`config.mk`:
```
export PLATFORM = sky130hd
export DESIGN_NAME = mcc_monitor
export DESIGN_NICKNAME = d
export VERILOG_FILES = /design/src/design/mcc_pkg.sv /design/src/design/mcc_monitor.sv
export SDC_FILE = /design/constraint.sdc
export NUM_CORES = 1
export LEC_CHECK = 0
export ABC_AREA = 0
export BUFFER_PORTS_ARGS = -buffer_cell sky130_fd_sc_hd__buf_2
export CORE_MARGIN = 2
export CORE_UTILIZATION = 55
export DETAILED_ROUTE_END_ITERATION = 12
export PLACE_DENSITY = 0.77
export SLEW_MARGIN = 40
export SYNTH_ARGS = -nofsm -noshare
export SYNTH_HDL_FRONTEND = slang
export SYNTH_SLANG_ARGS = --single-unit
```
`constraint.sdc`:
```
create_clock -name mclk_i -period 10.25 [get_ports mclk_i]
set_input_delay 2.05 -clock mclk_i [delete_from_list [all_inputs] [get_ports mclk_i]]
set_output_delay 2.05 -clock mclk_i [all_outputs]
set_load 0.005 [all_outputs]
```
`src/design/mcc_pkg.sv`:
```
// Constants and types of the monitor conversion control
package mcc_pkg;
    localparam int          CLK_NS    = 50;
    localparam logic [7:0]  A_VCFG    = 8'h00;
    localparam logic [7:0]  A_TCFG    = 8'h01;
    localparam logic [7:0]  A_STAT    = 8'h02;
    localparam logic [7:0]  A_SHUNT   = 8'h03;
    localparam logic [7:0]  A_BUS     = 8'h04;
    localparam logic [7:0]  A_POWER   = 8'h05;
    localparam logic [7:0]  A_LOCAL   = 8'h06;
    localparam logic [7:0]  A_REMOTE  = 8'h07;
    localparam logic [7:0]  A_MASK    = 8'h08;
    localparam logic [7:0]  A_WDOG    = 8'h09;
    localparam logic [7:0]  GC_ADDR   = 8'h00;
    localparam logic [7:0]  GC_RESET  = 8'h06;
    localparam int          VDONE_BIT = 6;
    localparam int          TDONE_BIT = 5;
    localparam int          SUPPLY_BIT = 1;
    localparam int          OPEN_BIT  = 0;
    localparam logic [2:0]  MODE_PD   = 3'h0;
    localparam logic [2:0]  MODE_OFF  = 3'h4;
    localparam logic [15:0] VCFG_RST  = 16'h0007;
    localparam logic [15:0] TCFG_RST  = 16'hf800;
    localparam logic [15:0] MASK_RST  = 16'hffff;
    localparam logic [15:0] WDOG_RST  = 16'h0000;
    localparam logic [15:0] SHORT_VAL = 16'h8000;
    localparam int RECOVER_NS  = 40_000;
    localparam int RECOVER_CYC = (RECOVER_NS + CLK_NS - 1) / CLK_NS;
    localparam int TEMP_READS  = 4;
    localparam int TEMP_PER_RD = 150;
    localparam int TEMP_SAMPLES = TEMP_READS * TEMP_PER_RD;
    localparam int TEMP_MAX_NS = 130_000_000;
    localparam int TEMP_TICK_CYC = TEMP_MAX_NS / (TEMP_SAMPLES * CLK_NS);
    localparam int VGAP_NS     = 81_000_000;
    localparam int VAVG_MAX    = 128;
    localparam int VOLT_TICK_CYC = VGAP_NS / (VAVG_MAX * CLK_NS);

    typedef struct packed {
        logic       soft_rst;
        logic       single_shot_trigger;
        logic [2:0] rsvd;
        logic [3:0] bus_average_count;
        logic [3:0] shunt_average_count;
        logic [2:0] mode;
    } mcc_vcfg_t;

    typedef struct packed {
        logic        run;
        logic [3:0]  chan_en;
        logic [10:0] rsvd;
    } mcc_tcfg_t;

    typedef enum logic [3:0] {I_IDLE, I_ADDR, I_PTR, I_WHI, I_WLO, I_GC,
                              I_ACK, I_RD, I_MACK} mcc_ist_t;
    typedef enum logic [1:0] {V_IDLE, V_SH, V_BU} mcc_vst_t;
    typedef enum logic       {T_IDLE, T_RUN} mcc_tst_t;
endpackage : mcc_pkg

```
`src/design/mcc_monitor.sv`:
```
// Conversion control of the monitor, with its two-wire register slave
`timescale 1ns/1ps
`default_nettype none
module mcc_monitor #(
    parameter logic [6:0] DEV_ADDR = 7'h4a, // arbitrary value
    parameter int         VTICK    = mcc_pkg::VOLT_TICK_CYC,
    parameter int         TTICK    = mcc_pkg::TEMP_TICK_CYC
) (
    input  wire logic        mclk_i,
    input  wire logic        rst_n_i,
    input  wire logic        scl_i,
    input  wire logic        sda_i,
    output logic             sda_o,
    output logic             sda_oe_o,
    input  wire logic [11:0] shunt_adc_i,
    input  wire logic [11:0] bus_adc_i,
    input  wire logic [12:0] local_temp_i,
    input  wire logic [12:0] remote_temp_i,
    input  wire logic        open_diode_i,
    input  wire logic        diode_short_i,
    input  wire logic        supply_ok_i,
    output logic             adc_on_o
);
    import mcc_pkg::*;

    if (VTICK < 1 || TTICK < 1) begin : g_bad
        $error("tick counts must be at least one");
    end

    // ------------------------------------------------------------
    // Input synchronisers
    // ------------------------------------------------------------
    logic [4:0] s1_q, s2_q;
    logic [1:0] s3_q;
    always_ff @(posedge mclk_i or negedge rst_n_i) begin
        if (!rst_n_i) begin
            // Supply taken as valid until seen, so reset raises no false flag
            s1_q <= 5'h13;
            s2_q <= 5'h13;
            s3_q <= 2'h3;
        end else begin
            s1_q <= {supply_ok_i, diode_short_i, open_diode_i, sda_i, scl_i};
            s2_q <= s1_q;
            s3_q <= s2_q[1:0];
        end
    end
    logic scl, sda, opn, sht, sup, rise, fall, start, stop;
    assign scl   = s2_q[0];
    assign sda   = s2_q[1];
    assign opn   = s2_q[2];
    assign sht   = s2_q[3];
    assign sup   = s2_q[4];
    assign rise  = scl && !s3_q[0];
    assign fall  = !scl && s3_q[0];
    assign start = scl && s3_q[0] && s3_q[1] && !sda;
    assign stop  = scl && s3_q[0] && !s3_q[1] && sda;

    // ------------------------------------------------------------
    // Two-wire slave
    // ------------------------------------------------------------
    mcc_ist_t    ist_q, nxt_q;
    logic [3:0]  cnt_q;
    logic [7:0]  sh_q, tx_q, ptr_q, whi_q, nb;
    logic [15:0] wd_q, rw_q, rdat;
    logic        oe_q, nack_q, bsel_q, wr_q, gcr_q, strd_q, ld, rx;
    assign rx = ist_q inside {I_ADDR, I_PTR, I_WHI, I_WLO, I_GC};
    assign ld = fall && ((ist_q == I_ACK && nxt_q == I_RD) ||
                         (ist_q == I_MACK && !nack_q));
    assign nb = bsel_q ? rw_q[7:0] : rdat[15:8];

    always_ff @(posedge mclk_i or negedge rst_n_i) begin
        if (!rst_n_i) begin
            ist_q  <= I_IDLE;
            nxt_q  <= I_IDLE;
            cnt_q  <= 4'h0;
            sh_q   <= 8'h00;
            tx_q   <= 8'h00;
            ptr_q  <= 8'h00;
            whi_q  <= 8'h00;
            wd_q   <= 16'h0000;
            rw_q   <= 16'h0000;
            oe_q   <= 1'b0;
            nack_q <= 1'b0;
            bsel_q <= 1'b0;
            wr_q   <= 1'b0;
            gcr_q  <= 1'b0;
            strd_q <= 1'b0;
        end else begin
            wr_q   <= 1'b0;
            gcr_q  <= 1'b0;
            strd_q <= 1'b0;
            if (start) begin
                ist_q <= I_ADDR;
                cnt_q <= 4'h0;
                oe_q  <= 1'b0;
            end else if (stop) begin
                ist_q <= I_IDLE;
                oe_q  <= 1'b0;
            end else if (rise && rx) begin
                sh_q  <= {sh_q[6:0], sda};
                cnt_q <= cnt_q + 4'h1;
            end else if (rise && ist_q == I_MACK) begin
                nack_q <= sda;
            end else if (fall) begin
                case (ist_q)
                    I_ADDR: if (cnt_q == 4'h8) begin
                        if (sh_q[7:1] == DEV_ADDR) begin
                            oe_q   <= 1'b1;
                            ist_q  <= I_ACK;
                            nxt_q  <= sh_q[0] ? I_RD : I_PTR;
                            bsel_q <= 1'b0;
                        end else if (sh_q == GC_ADDR) begin
                            oe_q  <= 1'b1;
                            ist_q <= I_ACK;
                            nxt_q <= I_GC;
                        end else begin
                            ist_q <= I_IDLE;
                        end
                    end
                    I_PTR: if (cnt_q == 4'h8) begin
                        ptr_q <= sh_q;
                        oe_q  <= 1'b1;
                        ist_q <= I_ACK;
                        nxt_q <= I_WHI;
                    end
                    I_WHI: if (cnt_q == 4'h8) begin
                        whi_q <= sh_q;
                        oe_q  <= 1'b1;
                        ist_q <= I_ACK;
                        nxt_q <= I_WLO;
                    end
                    I_WLO: if (cnt_q == 4'h8) begin
                        wd_q  <= {whi_q, sh_q};
                        wr_q  <= 1'b1;
                        oe_q  <= 1'b1;
                        ist_q <= I_ACK;
                        nxt_q <= I_WHI;
                    end
                    I_GC: if (cnt_q == 4'h8) begin
                        gcr_q <= (sh_q == GC_RESET);
                        oe_q  <= 1'b1;
                        ist_q <= I_ACK;
                        nxt_q <= I_IDLE;
                    end
                    I_ACK: begin
                        cnt_q <= 4'h0;
                        ist_q <= nxt_q;
                        oe_q  <= 1'b0;
                    end
                    I_RD: if (cnt_q == 4'h8) begin
                        oe_q  <= 1'b0;
                        ist_q <= I_MACK;
                    end else begin
                        oe_q  <= !tx_q[7];
                        tx_q  <= {tx_q[6:0], 1'b0};
                        cnt_q <= cnt_q + 4'h1;
                    end
                    I_MACK: ist_q <= nack_q ? I_IDLE : I_RD;
                    default: ist_q <= I_IDLE;
                endcase
                // Low byte comes from the word latched with the high byte
                if (ld) begin
                    oe_q   <= !nb[7];
                    tx_q   <= {nb[6:0], 1'b0};
                    cnt_q  <= 4'h1;
                    bsel_q <= !bsel_q;
                    if (!bsel_q) begin
                        rw_q   <= rdat;
                        strd_q <= (ptr_q == A_STAT);
                    end
                end
            end
        end
    end
    assign sda_o    = 1'b0;
    assign sda_oe_o = oe_q;

    // ------------------------------------------------------------
    // Registers
    // ------------------------------------------------------------
    mcc_vcfg_t   vcfg_q;
    mcc_tcfg_t   tcfg_q;
    logic [15:0] mask_q, wdog_q, pwr_q, local_q, remote_q;
    logic [11:0] shunt_q, bus_q;
    logic        vdone_q, tdone_q, srst, shot, v_fin, t_fin;
    assign srst = gcr_q || (wr_q && ptr_q == A_VCFG && wd_q[15]);
    assign shot = wr_q && ptr_q == A_VCFG && wd_q[14] && !wd_q[15];

    always_ff @(posedge mclk_i or negedge rst_n_i) begin
        if (!rst_n_i) begin
            vcfg_q <= VCFG_RST;
            tcfg_q <= TCFG_RST;
            mask_q <= MASK_RST;
            wdog_q <= WDOG_RST;
        end else if (srst) begin
            vcfg_q <= VCFG_RST;
            tcfg_q <= TCFG_RST;
            mask_q <= MASK_RST;
            wdog_q <= WDOG_RST;
        end else if (wr_q) begin
            case (ptr_q)
                A_VCFG:  vcfg_q <= {2'b00, wd_q[13:0]};
                A_TCFG:  tcfg_q <= wd_q;
                A_MASK:  mask_q <= wd_q;
                A_WDOG:  wdog_q <= wd_q;
                default: ;
            endcase
        end
    end

    // Setting wins over clearing so a conversion finishing in the clearing cycle is not lost
    always_ff @(posedge mclk_i or negedge rst_n_i) begin
        if (!rst_n_i) begin
            vdone_q <= 1'b0;
            tdone_q <= 1'b0;
        end else begin
            vdone_q <= v_fin
                       || (vdone_q && !(strd_q || shot || srst));
            tdone_q <= t_fin
                       || (tdone_q && !(strd_q || shot || srst));
        end
    end

    always_comb begin
        rdat = 16'h0000;
        case (ptr_q)
            A_VCFG:   rdat = vcfg_q;
            A_TCFG:   rdat = tcfg_q;
            A_STAT:   begin
                rdat[VDONE_BIT] = vdone_q;
                rdat[TDONE_BIT] = tdone_q;
            end
            A_SHUNT:  rdat = {4'h0, shunt_q};
            A_BUS:    rdat = {4'h0, bus_q};
            A_POWER:  rdat = pwr_q;
            A_LOCAL:  rdat = local_q;
            A_REMOTE: rdat = remote_q;
            A_MASK:   rdat = mask_q;
            A_WDOG:   rdat = wdog_q;
            default:  rdat = 16'h0000;
        endcase
    end

    // ------------------------------------------------------------
    // Voltage conversion
    // ------------------------------------------------------------
    function automatic logic [11:0] avg_out(input logic [18:0] s,
                                            input logic [2:0]  n);
        avg_out = 12'(s >> n);
    endfunction : avg_out

    mcc_vst_t    vst_q;
    logic [31:0] vtc_q;
    logic [6:0]  vsc_q;
    logic [18:0] acc_q, vsum;
    logic [2:0]  vn;
    logic [9:0]  rec_q;
    logic        sh_en, bu_en, cont, v_go, v_kill, vtick, shot_pend_q;
    assign sh_en  = vcfg_q.mode[0];
    assign bu_en  = vcfg_q.mode[1];
    assign cont   = vcfg_q.mode[2];
    assign v_kill = srst || vcfg_q.mode == MODE_PD;
    // A continuous mode with no channel is ADC off: nothing restarts
    assign v_go   = vst_q == V_IDLE && rec_q == 10'h000
                    && (sh_en || bu_en)
                    && (cont || shot || shot_pend_q);
    assign vn     = (vst_q == V_SH) ? vcfg_q.shunt_average_count[2:0]
                                    : vcfg_q.bus_average_count[2:0];
    assign vsum   = acc_q + 19'(vst_q == V_SH ? shunt_adc_i : bus_adc_i);
    assign vtick  = vtc_q == 32'(VTICK - 1);
    assign adc_on_o = vcfg_q.mode != MODE_PD;

    always_ff @(posedge mclk_i or negedge rst_n_i) begin
        if (!rst_n_i) begin
            rec_q <= 10'h000;
        end else if (vcfg_q.mode == MODE_PD) begin
            rec_q <= 10'(RECOVER_CYC);
        end else if (rec_q != 10'h000) begin
            rec_q <= rec_q - 10'h001;
        end
    end

    // A trigger written while leaving power-down waits out the recovery
    always_ff @(posedge mclk_i or negedge rst_n_i) begin
        if (!rst_n_i) begin
            shot_pend_q <= 1'b0;
        end else if (shot && rec_q != 10'h000) begin
            shot_pend_q <= 1'b1;
        end else if (v_kill || rec_q == 10'h000) begin
            shot_pend_q <= 1'b0;
        end
    end

    always_ff @(posedge mclk_i or negedge rst_n_i) begin
        if (!rst_n_i) begin
            vst_q   <= V_IDLE;
            vtc_q   <= 32'h0;
            vsc_q   <= 7'h00;
            acc_q   <= 19'h0;
            shunt_q <= 12'h000;
            bus_q   <= 12'h000;
            v_fin   <= 1'b0;
        end else begin
            v_fin <= 1'b0;
            if (v_kill) begin
                vst_q <= V_IDLE;
            end else if (vst_q == V_IDLE) begin
                if (v_go) begin
                    vst_q <= sh_en ? V_SH : V_BU;
                    vtc_q <= 32'h0;
                    vsc_q <= 7'h00;
                    acc_q <= 19'h0;
                end
            end else if (!vtick) begin
                vtc_q <= vtc_q + 32'h1;
            end else begin
                vtc_q <= 32'h0;
                vsc_q <= vsc_q + 7'h01;
                acc_q <= vsum;
                if (vsc_q == 7'((8'h01 << vn) - 8'h01)) begin
                    vsc_q <= 7'h00;
                    acc_q <= 19'h0;
                    if (vst_q == V_SH) begin
                        shunt_q <= avg_out(vsum, vn);
                    end else begin
                        bus_q <= avg_out(vsum, vn);
                    end
                    // Bus follows shunt, so the two are sampled apart
                    if (vst_q == V_SH && bu_en) begin
                        vst_q <= V_BU;
                    end else begin
                        vst_q <= V_IDLE;
                        v_fin <= 1'b1;
                    end
                end
            end
        end
    end

    // Product runs beside the converter and never delays it
    logic [23:0] prod;
    assign prod = shunt_q * bus_q;
    always_ff @(posedge mclk_i or negedge rst_n_i) begin
        if (!rst_n_i) begin
            pwr_q <= 16'h0000;
        end else begin
            pwr_q <= prod[23:8];
        end
    end

    // ------------------------------------------------------------
    // Temperature conversion
    // ------------------------------------------------------------
    mcc_tst_t    tst_q;
    logic [31:0] ttc_q;
    logic [9:0]  tsc_q;
    logic        open_q, bad_q, t_go, t_halt, t_end;
    assign t_halt = srst || tcfg_q[15:11] == 5'h00;
    assign t_go   = tst_q == T_IDLE && tcfg_q.chan_en != 4'h0
                    && (tcfg_q.run || shot);
    assign t_end  = tst_q == T_RUN && ttc_q == 32'(TTICK - 1)
                    && tsc_q == 10'(TEMP_SAMPLES - 1);

    always_ff @(posedge mclk_i or negedge rst_n_i) begin
        if (!rst_n_i) begin
            tst_q    <= T_IDLE;
            ttc_q    <= 32'h0;
            tsc_q    <= 10'h000;
            open_q   <= 1'b0;
            bad_q    <= 1'b0;
            local_q  <= 16'h0000;
            remote_q <= 16'h0000;
            t_fin    <= 1'b0;
        end else begin
            t_fin <= 1'b0;
            if (t_halt) begin
                tst_q <= T_IDLE;
            end else if (tst_q == T_IDLE) begin
                if (t_go && !sup) begin
                    local_q[SUPPLY_BIT]  <= 1'b1;
                    remote_q[SUPPLY_BIT] <= 1'b1;
                end else if (t_go) begin
                    tst_q  <= T_RUN;
                    ttc_q  <= 32'h0;
                    tsc_q  <= 10'h000;
                    open_q <= 1'b0;
                    bad_q  <= 1'b0;
                end
            end else if (t_end) begin
                tst_q    <= T_IDLE;
                t_fin    <= 1'b1;
                local_q  <= {local_temp_i, 1'b0, bad_q || !sup, 1'b0};
                remote_q <= sht ? SHORT_VAL
                          : {remote_temp_i, 1'b0, bad_q || !sup,
                             open_q || opn};
            end else begin
                open_q <= open_q || opn;
                bad_q  <= bad_q || !sup;
                if (ttc_q == 32'(TTICK - 1)) begin
                    ttc_q <= 32'h0;
                    tsc_q <= tsc_q + 10'h001;
                end else begin
                    ttc_q <= ttc_q + 32'h1;
                end
            end
        end
    end
endmodule : mcc_monitor
`default_nettype wire

```
==> results of run 1 <==
## metal layers
metal | global-route usage (%) | up-vias | wire length (um)
met4 | 9.91 | 0 | 1860
li1 | - | 8227 | -
met5 | 0 | - | 0
met1 | 36.2 | 8766 | 23100
met2 | 44.4 | 753 | 26600
met3 | 4.94 | 125 | 4440
## area by class of cell
type,count,share of cell area [%]
Inverter,167,2.62
Clock buffer,57,4.35
Multi-Input combinational cell,1752,52.2
Tap cell,525,2.74
Timing Repair Buffer,83,2.27
Clock inverter,11,0.664
Sequential cell,335,35.2
## flip-flops by register name, summed over array words and instances (netlist names), 10 cells and up
name	cells
acc_q	19
pwr_q	16
local_q	14
wd_q	16
rec_q	10
tsc_q	10
mask_q	16
vcfg_q	11
bus_q	12
tcfg_q	16
wdog_q	16
vtc_q	32
ttc_q	32
remote_q	15
shunt_q	12
## layout by cell type (no fill, tap or decap), drive strengths merged, types with 37 or more instances in the layout
cell and n:
ha 79, inv 170, xnor2 37, buf 83, nand2 406, clkbuf 57, nand3 64, o21ai 143
dfrtp 303, nor2 137, mux2 96, and2 76, nor3 45, fa 100, a21oi 109
## worst paths after layout
check / from / endpoint / slack, ps
setup / recovery: bus_q[5] / pwr_q[15] / 4430
hold / removal: s1_q[0] / s2_q[0] / 350
setup reg to reg: bus_q[5] / pwr_q[15] / 4430
hold reg to reg: s1_q[0] / s2_q[0] / 350
max in group asynchronous: rst_n_i / cnt_q[2] / 7630
min in group asynchronous: rst_n_i / ttc_q[27] / 1330
## report_power, final
group	leakage, nW	switching [mW]	internal (mW)
registers	4.38	0.0324	1.34
logic	6.10	0.0711	0.0483
clock network	0.581	0.555	0.783
## kinds of logic after synthesis
family	Yosys count	synth area share [%]
xor gates and xnor gates	64	2.55
AOI/OAI and AO/OA	474	14.1
adders and majority gates	179	13.6
DFF	335	38.3
buffers and inverters	290	5.17
other	1	0.0170
muxes	115	6.19
and+or+nand+nor	919	20.1
==> flow_summary.json, run 1 <==
{
  "ys_ff_latch": 335,
  "hold_depth": 0,
  "ys.flop_type": "dfrtp_1",
  "irDropWorstVdd_mv": 0.102,
  "die_y_um": 204,
  "grt_max_degree": 104,
  "synth-edff-count": 0,
  "dp_slack_ps": 4510,
  "drive_gt1_share_pct": 13.0,
  "firstDrtPassIters": 7,
  "cp.required_ps": 10680,
  "clk_latency_ps": 560,
  "cts.sinks": 335,
  "post_cts_resized": 0,
  "multi_input_area_mm2": 0.0125,
  "power_density_mw_per_mm2": 118,
  "cts-hold-fix-buffers": 0,
  "slew_viol_final": 0,
  "cts.clk_slew.worst_paths_ps": 60,
  "fin_total_pwr_mw": 2.83,
  "clock_skew_ps": 15.6,
  "syn_nets": 2613,
  "placed_area_mm2": 0.0227,
  "grt_overflow": 0,
  "cpMostUsedCell": "fa_1",
  "fin_util_pct": 60.4,
  "regArea_mm2": 0.00842,
  "cts_tree": "done",
  "worst_pin_slew_ps": 860,
  "clock-root-buffer": "clkbuf_16",
  "rsz0062_at_grt": "no",
  "antenna_found_initial": 0,
  "grt_pass1_vias": 17400,
  "instances_no_fill": 2930,
  "cap_violations": 0,
  "p_leak_nw": 11.1,
  "synth_area_leaders": "dfrtp_1, fa_1, nand2_1",
  "path_class": "reg -> reg",
  "ys_warn_count": 0,
  "hold_viol": 0,
  "min_period_over_period_pct": 56.8,
  "yosysTopAreaCellShare_pct": 34.5,
  "vias": 17900,
  "area.growth.synth_to_final_pct": 8.81,
  "tns_ps": 0,
  "avgViaCountPerCell": 6.10,
  "cp_cell_sequence": "nand2_1 -> fa_1 -> fa_1 -> fa_1 -> inv_1 -> fa_1 -> inv_1 -> fa_1 -> inv_1 -> ha_1 -> o2111ai_1 -> o21ai_0 -> a21bo_2 -> nand4_1 -> o21ai_0 -> o41ai_1 -> xnor2_1",
  "grt_use_total_pct": 27.1,
  "status": "finished clean",
  "start_kind": "flop",
  "postCtsSetupRepairBufs": 0,
  "critPathBufInv": 3,
  "worst-path-stages": 17,
  "setup_violations": 0,
  "die_area_mm2": 0.0416,
  "layout_setup_ws_ps": 4430,
  "drc": 0,
  "fin_nets": 2612,
  "dp.cells": 2860,
  "hpwl_um": 39900,
  "r2r_cells": 17,
  "whs_ps": 352,
  "boundaryPins": 60,
  "port_buffers": 58,
  "synth_largest_area_cell": "dfrtp_1",
  "layout_min_cycle_time_ps": 5820,
  "antenna_left": 0,
  "routed_wl_um": 55900,
  "routedWlPerCell_um": 19.1,
  "die_w_um": 204,
  "stdcell_area_mm2": 0.0239,
  "postSynth.asyncResetShare_pct": 100,
  "critPathSlowestCell": "dfrtp_1",
  "timing.critical_path.arrival_ps": 6250,
  "maxSlewHeadroom_pct": 42.4,
  "fillers": 3254,
  "netlist-cell-type-count": 85,
  "h-tree-depth": 2,
  "initial_core_util_pct": 55.5,
  "critical_path.top_delay_family": "adder cells",
  "timing.fmax_ghz": 0.172,
  "critPathMaxStageDelay_ps": 630,
  "coreArea_mm2": 0.0396,
  "endpoint_kind": "flop",
  "clk_path_buf_depth": 3,
  "synthTopCellsByCount": "nand2_1, dfrtp_1, inv_1",
  "syn_inst": 2377,
  "initialDrtViolationCount": 1742,
  "synth_area_mm2": 0.0220,
  "gp_congestion": 0.971,
  "ys_seq_area_share_pct": 38.3,
  "antennaDiodeCount": 0,
  "grt_pass1_wl_um": 90700,
  "cp_max_fo": 14,
  "hp-class": "reg -> reg",
  "syn_area_per_cell_um2": 9.26,
  "fp-row-count": 73,
  "yosysMostFrequentCell": "nand2_1",
  "numCtsBuffers": 37
}
(Power assumes the default switching activity.)
==> run 2: changes to the inputs <==
--- a/config.mk
+++ b/config.mk
@@ -10,7 +10,7 @@
 export CORE_MARGIN = 2
 export CORE_UTILIZATION = 55
 export DETAILED_ROUTE_END_ITERATION = 12
-export PLACE_DENSITY = 0.77
+export PLACE_DENSITY = 0.79
 export SLEW_MARGIN = 40
 export SYNTH_ARGS = -nofsm -noshare
 export SYNTH_HDL_FRONTEND = slang
==> constraint.sdc (replaced) <==
create_clock -name mclk_i -period 5.2 [get_ports mclk_i]
set_input_delay 1.04 -clock mclk_i [delete_from_list [all_inputs] [get_ports mclk_i]]
set_output_delay 1.04 -clock mclk_i [all_outputs]
set_load 0.005 [all_outputs]
==> run 2 against run 1 <==
Effect of this change: combinational power grew 94%; sequential power grew 97%; critical path depth grew 2; largest cell class unchanged.
==> flow_summary.json, run 2 (synthesis gave the netlist of run 1 again) <==
{
  "cts_tree": "done",
  "drc": 0,
  "fillers": 3162,
  "hpwl_um": 40700,
  "irDropWorstVdd_mv": 0.222,
  "layout_common_cells": "nand2_1, dfrtp_1, inv_1",
  "endpoint_kind": "flop",
  "die_y_um": 204,
  "stdcell_area_mm2": 0.0247,
  "dp.cells": 2904,
  "clock-root-buffer": "clkbuf_16",
  "hold_viol": 0,
  "p_int_mw": 4.34,
  "antennaDiodeCount": 0,
  "cts.clk_slew.worst_paths_ps": 70,
  "clk_latency_ps": 560,
  "power_density_mw_per_mm2": 230,
  "final_common_cell": "nand2_1",
  "whs_ps": 346,
  "instances_no_fill": 2993,
  "rsz0062_at_grt": "yes",
  "cp_max_fo": 4,
  "grt_overflow": 0,
  "fin_nets": 2676,
  "reg2reg_slack_ps": 40,
  "placed_area_mm2": 0.0230,
  "cts.sinks": 335,
  "clockPowerShare_pct": 48.4,
  "port_buffers": 58,
  "grt_pass1_vias": 18200,
  "path_class": "reg -> reg",
  "grt_use_total_pct": 27.9,
  "p_sw_mw": 1.35,
  "fp-row-count": 73,
  "die_area_mm2": 0.0416,
  "worst_pin_slew_ps": 847,
  "drive_gt1_share_pct": 17.6,
  "firstDrtPassIters": 9,
  "hp-class": "reg -> reg",
  "grt_max_degree": 105,
  "tns_ps": 0,
  "setup_violations": 0,
  "h-tree-depth": 2,
  "grt_pass1_wl_um": 94300,
  "clock_skew_ps": 22.3,
  "multi_input_area_mm2": 0.0127,
  "regArea_mm2": 0.00844,
  "antenna_left": 0,
  "min_period_over_period_pct": 99.3,
  "clk_path_buf_depth": 3,
  "p_leak_nw": 11.4,
  "pwr-share-comb_pct": 4.1,
  "initial_core_util_pct": 55.5,
  "start_kind": "flop",
  "area.growth.synth_to_final_pct": 12.3,
  "avgViaCountPerCell": 6.19,
  "coreArea_mm2": 0.0396,
  "numCtsBuffers": 38,
  "routed_wl_um": 57200,
  "cap_violations": 0,
  "fin_util_pct": 62.3,
  "timing.critical_path.arrival_ps": 5620,
  "vias": 18500,
  "reg_top3": "ttc_q x32, vtc_q x32, acc_q x19",
  "slew_viol_final": 0,
  "timing.fmax_ghz": 0.194,
  "die_w_um": 204,
  "swShare_pct": 23.7,
  "boundaryPins": 60,
  "status": "finished clean",
  "cp.required_ps": 5650,
  "layout_min_cycle_time_ps": 5160,
  "p_seq_share_pct": 47.5,
  "maxSlewHeadroom_pct": 43.1,
  "antenna_found_initial": 0,
  "gp_congestion": 0.938,
  "routedWlPerCell_um": 19.1,
  "initialDrtViolationCount": 1857
}
[run 2: path summary, 6_finish.rpt]
kind / from / endpoint / cells past startpoint
max in group asynchronous: rst_n_i / vtc_q[23] / 2
min: s1_q[2] / s2_q[2] / 0
max: shunt_q[8] / pwr_q[10] / 19
min in group asynchronous: rst_n_i / ttc_q[13] / 1
max reg2reg: shunt_q[8] / pwr_q[10] / 19
min reg2reg: s1_q[2] / s2_q[2] / 0
[run 2: stage by stage]
| stage | total power [mW] | setup slack, ps |
|---|---|---|
| final | 5.69 | 37.5 |
| after global routing | 5.85 | -159 |
| after floorplan | 2.85 | 18.7 |
| after detailed placement | 2.98 | -117 |
| after global placement | 2.97 | 66.3 |
| after CTS | 5.72 | 0.566 |
[run 2: cell type report]
cell class / instances / share of cell area (%)
Multi-Input combinational cell: 1752 / 51.4
Tap cell: 525 / 2.66
Sequential cell: 335 / 34.1
Clock buffer: 52 / 4.47
Inverter: 167 / 2.54
Timing Repair Buffer: 146 / 4.05
Clock inverter: 16 / 0.729
[run 2: critical path, stage by stage (launching register included)]
cell	delay, ps
dfrtp_2	430
buf_4	140
and2_1	170
fa_1	530
fa_1	440
fa_1	480
fa_1	520
inv_1	60
fa_1	520
inv_1	60
ha_4	250
and3_4	180
nand4_1	80
a21boi_2	150
a21bo_4	250
buf_4	140
o21a_1	180
o21a_1	220
nor2_2	120
xnor2_1	150
[run 2: what timing repair did]
item                                    in CTS  in global routing
buffers inserted                             7                 14
pin swaps                                    9                 34
endpoints found under the setup margin       3                  6
endpoints found under the hold margin        0                  0
gates resized for setup                     18                 37
hold buffers                                 0                  0
[run 2: power by group through the flow]
stage          sequential (mW)  clock (mW)  combinational, mW
2_1_floorplan             2.71           0              0.137
3_3_place_gp              2.75           0              0.226
3_5_place_dp              2.75           0              0.232
4_1_cts                   2.70        2.78              0.234
5_1_grt                   2.71        2.89              0.260
6_report                  2.70        2.76              0.231
[run 2: per-layer routing]
| layer | vias to the layer above | track usage [%] | part of all wire (%) |
|---|---|---|---|
| li1 | 8374 | - | - |
| met1 | 9214 | 37.1 | 41 |
| met2 | 776 | 46.5 | 48 |
| met3 | 159 | 4.15 | 7.3 |
| met4 | 0 | 10.2 | 3.6 |
| met5 | - | 0 | 0 |
==> run 3: changes to the inputs <==
--- a/config.mk
+++ b/config.mk
@@ -10,6 +10,7 @@
 export CORE_MARGIN = 2
 export CORE_UTILIZATION = 55
 export DETAILED_ROUTE_END_ITERATION = 12
+export GPL_TIMING_DRIVEN = 0
 export PLACE_DENSITY = 0.79
 export SLEW_MARGIN = 40
 export SYNTH_ARGS = -nofsm -noshare
==> run 3 against run 2 <==
Effect of this change: the flow now finishes with violations (setup timing); design area up 2.4%; non-clock buffer count up 85; flip-flop and latch count unchanged; maximum frequency down 1.3%; final cell count up 2.8%; global-route usage up 2.6 points; register-to-register slack worse by 70 ps; via count up 2.9%; wire length up 10%; hold slack worse by 20 ps; clock skew down 4.6 ps; sequential power about the same; critical path type unchanged; critical endpoint is now pwr_q[15]; largest cell class unchanged.
==> flow_summary.json, run 3 (synthesis gave the netlist of run 1 again) <==
{
  "hold_viol": 0,
  "die_area_mm2": 0.0416,
  "cts.sinks": 335,
  "clk_latency_ps": 570,
  "final_common_cell": "nand2_1",
  "antenna_left": 0,
  "critPathMaxStageDelay_ps": 550,
  "cts.clk_slew.worst_paths_ps": 70,
  "grt_overflow": 0,
  "critPathBufInv": 4,
  "rsz0062_at_grt": "yes",
  "vias": 19100,
  "reg_top3": "ttc_q x32, vtc_q x32, acc_q x19",
  "r2r-start": "shunt_q[8]",
  "cp_cell_sequence": "clkbuf_8 -> nand2_1 -> fa_1 -> inv_1 -> fa_1 -> fa_2 -> fa_1 -> inv_2 -> fa_1 -> inv_2 -> ha_4 -> and3_4 -> nand4_1 -> a21boi_1 -> a21bo_2 -> nand4_1 -> o21ai_2 -> o41ai_2 -> xnor2_1",
  "r2r_cells": 19,
  "avgViaCountPerCell": 6.19,
  "initial_core_util_pct": 55.5,
  "clock_skew_ps": 17.7,
  "whs_ps": 326,
  "grt_use_total_pct": 30.5,
  "antennaDiodeCount": 0,
  "critPathSlowestCell": "fa_1",
  "layout_common_cells": "nand2_1, dfrtp_1, inv_1",
  "fp-row-count": 73,
  "hpwl_um": 44400,
  "grt_pass1_vias": 19200,
  "grt_pass1_wl_um": 101000,
  "cpMostUsedCell": "fa_1",
  "startpoint": "shunt_q[8]",
  "cap_violations": 0,
  "status": "finished, violations left",
  "cp_max_fo": 10,
  "layout_min_cycle_time_ps": 5230,
  "cp.required_ps": 5640,
  "area.growth.synth_to_final_pct": 15.0,
  "clock-root-buffer": "clkbuf_16",
  "h-tree-depth": 2,
  "drc": 0,
  "initialDrtViolationCount": 1798,
  "critical_path.top_delay_family": "adder cells",
  "routed_wl_um": 63100,
  "min_period_over_period_pct": 101,
  "drive_gt1_share_pct": 17.1,
  "start_kind": "flop",
  "r2r-end": "pwr_q[15]",
  "firstDrtPassIters": 6,
  "slew_viol_final": 0,
  "boundaryPins": 60,
  "irDropWorstVdd_mv": 0.229,
  "fin_nets": 2760,
  "maxSlewHeadroom_pct": 44.7,
  "port_buffers": 58,
  "layout_setup_ws_ps": -30.1,
  "dp_slack_ps": -803,
  "die_y_um": 204,
  "violations": "setup timing",
  "coreArea_mm2": 0.0396,
  "timing.fmax_ghz": 0.191,
  "grt_max_degree": 79,
  "gp_congestion": 1.00,
  "fin_total_pwr_mw": 5.98,
  "routedWlPerCell_um": 20.5,
  "hp-class": "in -> async",
  "cts_tree": "done",
  "die_w_um": 204,
  "timing.critical_path.arrival_ps": 5670,
  "clk_path_buf_depth": 3,
  "power_density_mw_per_mm2": 236,
  "path_class": "reg -> reg",
  "numCtsBuffers": 37,
  "antenna_found_initial": 1,
  "worst_pin_slew_ps": 827,
  "setup_violations": 3,
  "p_leak_nw": 11.6,
  "reg2reg_slack_ps": -30,
  "endpoint_kind": "flop"
}
-- run 3: through the flow --
| step | std cells | area [um2] | utilization [%] | TNS (ps) |
|---|---|---|---|---|
| finish | 3078 | 25300 | 63.8 | -81.1 |
| global route | 3078 | 25300 | 63.8 | -742 |
| CTS | 3072 | 25100 | 63.3 | 0 |
| detailed placement | 2965 | 23100 | 58.4 | -5870 |
| global placement | 2960 | 23000 | 58.0 | -977610 |
| floorplan | 2377 | 22000 | - | 0 |
-- run 3: routing by layer --
metal	part of all wire (%)	global-route usage, %
met1	39	38.5
met2	48	51.3
met3	7.9	6.07
met4	4.4	12.7
met5	0.019	0
-- run 3: worst reg2reg max path: cells and delay by family (launching register included) --
kind	cells	cell delay [ps]
DFF	1	410
xor gates and xnor gates	1	130
buffers and inverters	4	350
and+or+nand+nor	4	490
AOI/OAI and AO/OA	4	920
adders and majority gates	6	2810
-- run 3: layout make-up --
cell class | instances | area (um2)
buffer | 122 | 714
timing repair buffer | 109 | 802
sequential | 335 | 8440
multi-input combinational | 1752 | 12700
clock inverter | 20 | 344
tap | 525 | 657
fill | 3130 | 14300
inverter | 167 | 627
clock buffer | 48 | 1050
-- run 3: how the worst max path moves through the flow --
stage,endpoint,cells after the start,slack (ps)
final,pwr_q[15],19,-30
after global routing,pwr_q[14],22,-200
after CTS,pwr_q[15],18,0.3
after detailed placement,pwr_q[15],18,-800
after global placement,acc_q[0],1,-3160
after floorplan,pwr_q[15],18,20
-- run 3: where the power goes --
part | total [mW] | internal, mW | leakage, nW | switching, mW
clock | 3.02 | 1.84 | 0.676 | 1.18
sequential | 2.68 | 2.64 | 4.35 | 0.0447
combinational | 0.276 | 0.103 | 6.59 | 0.173
total | 5.98 | 4.58 | 11.6 | 1.39
-- run 3: repair_timing --
action,CTS,global route
gates resized for setup,83,46
pin swaps,20,38
hold buffers,0,0
hold endpoints to repair,0,0
setup endpoints to repair,13,18
setup buffers,39,7
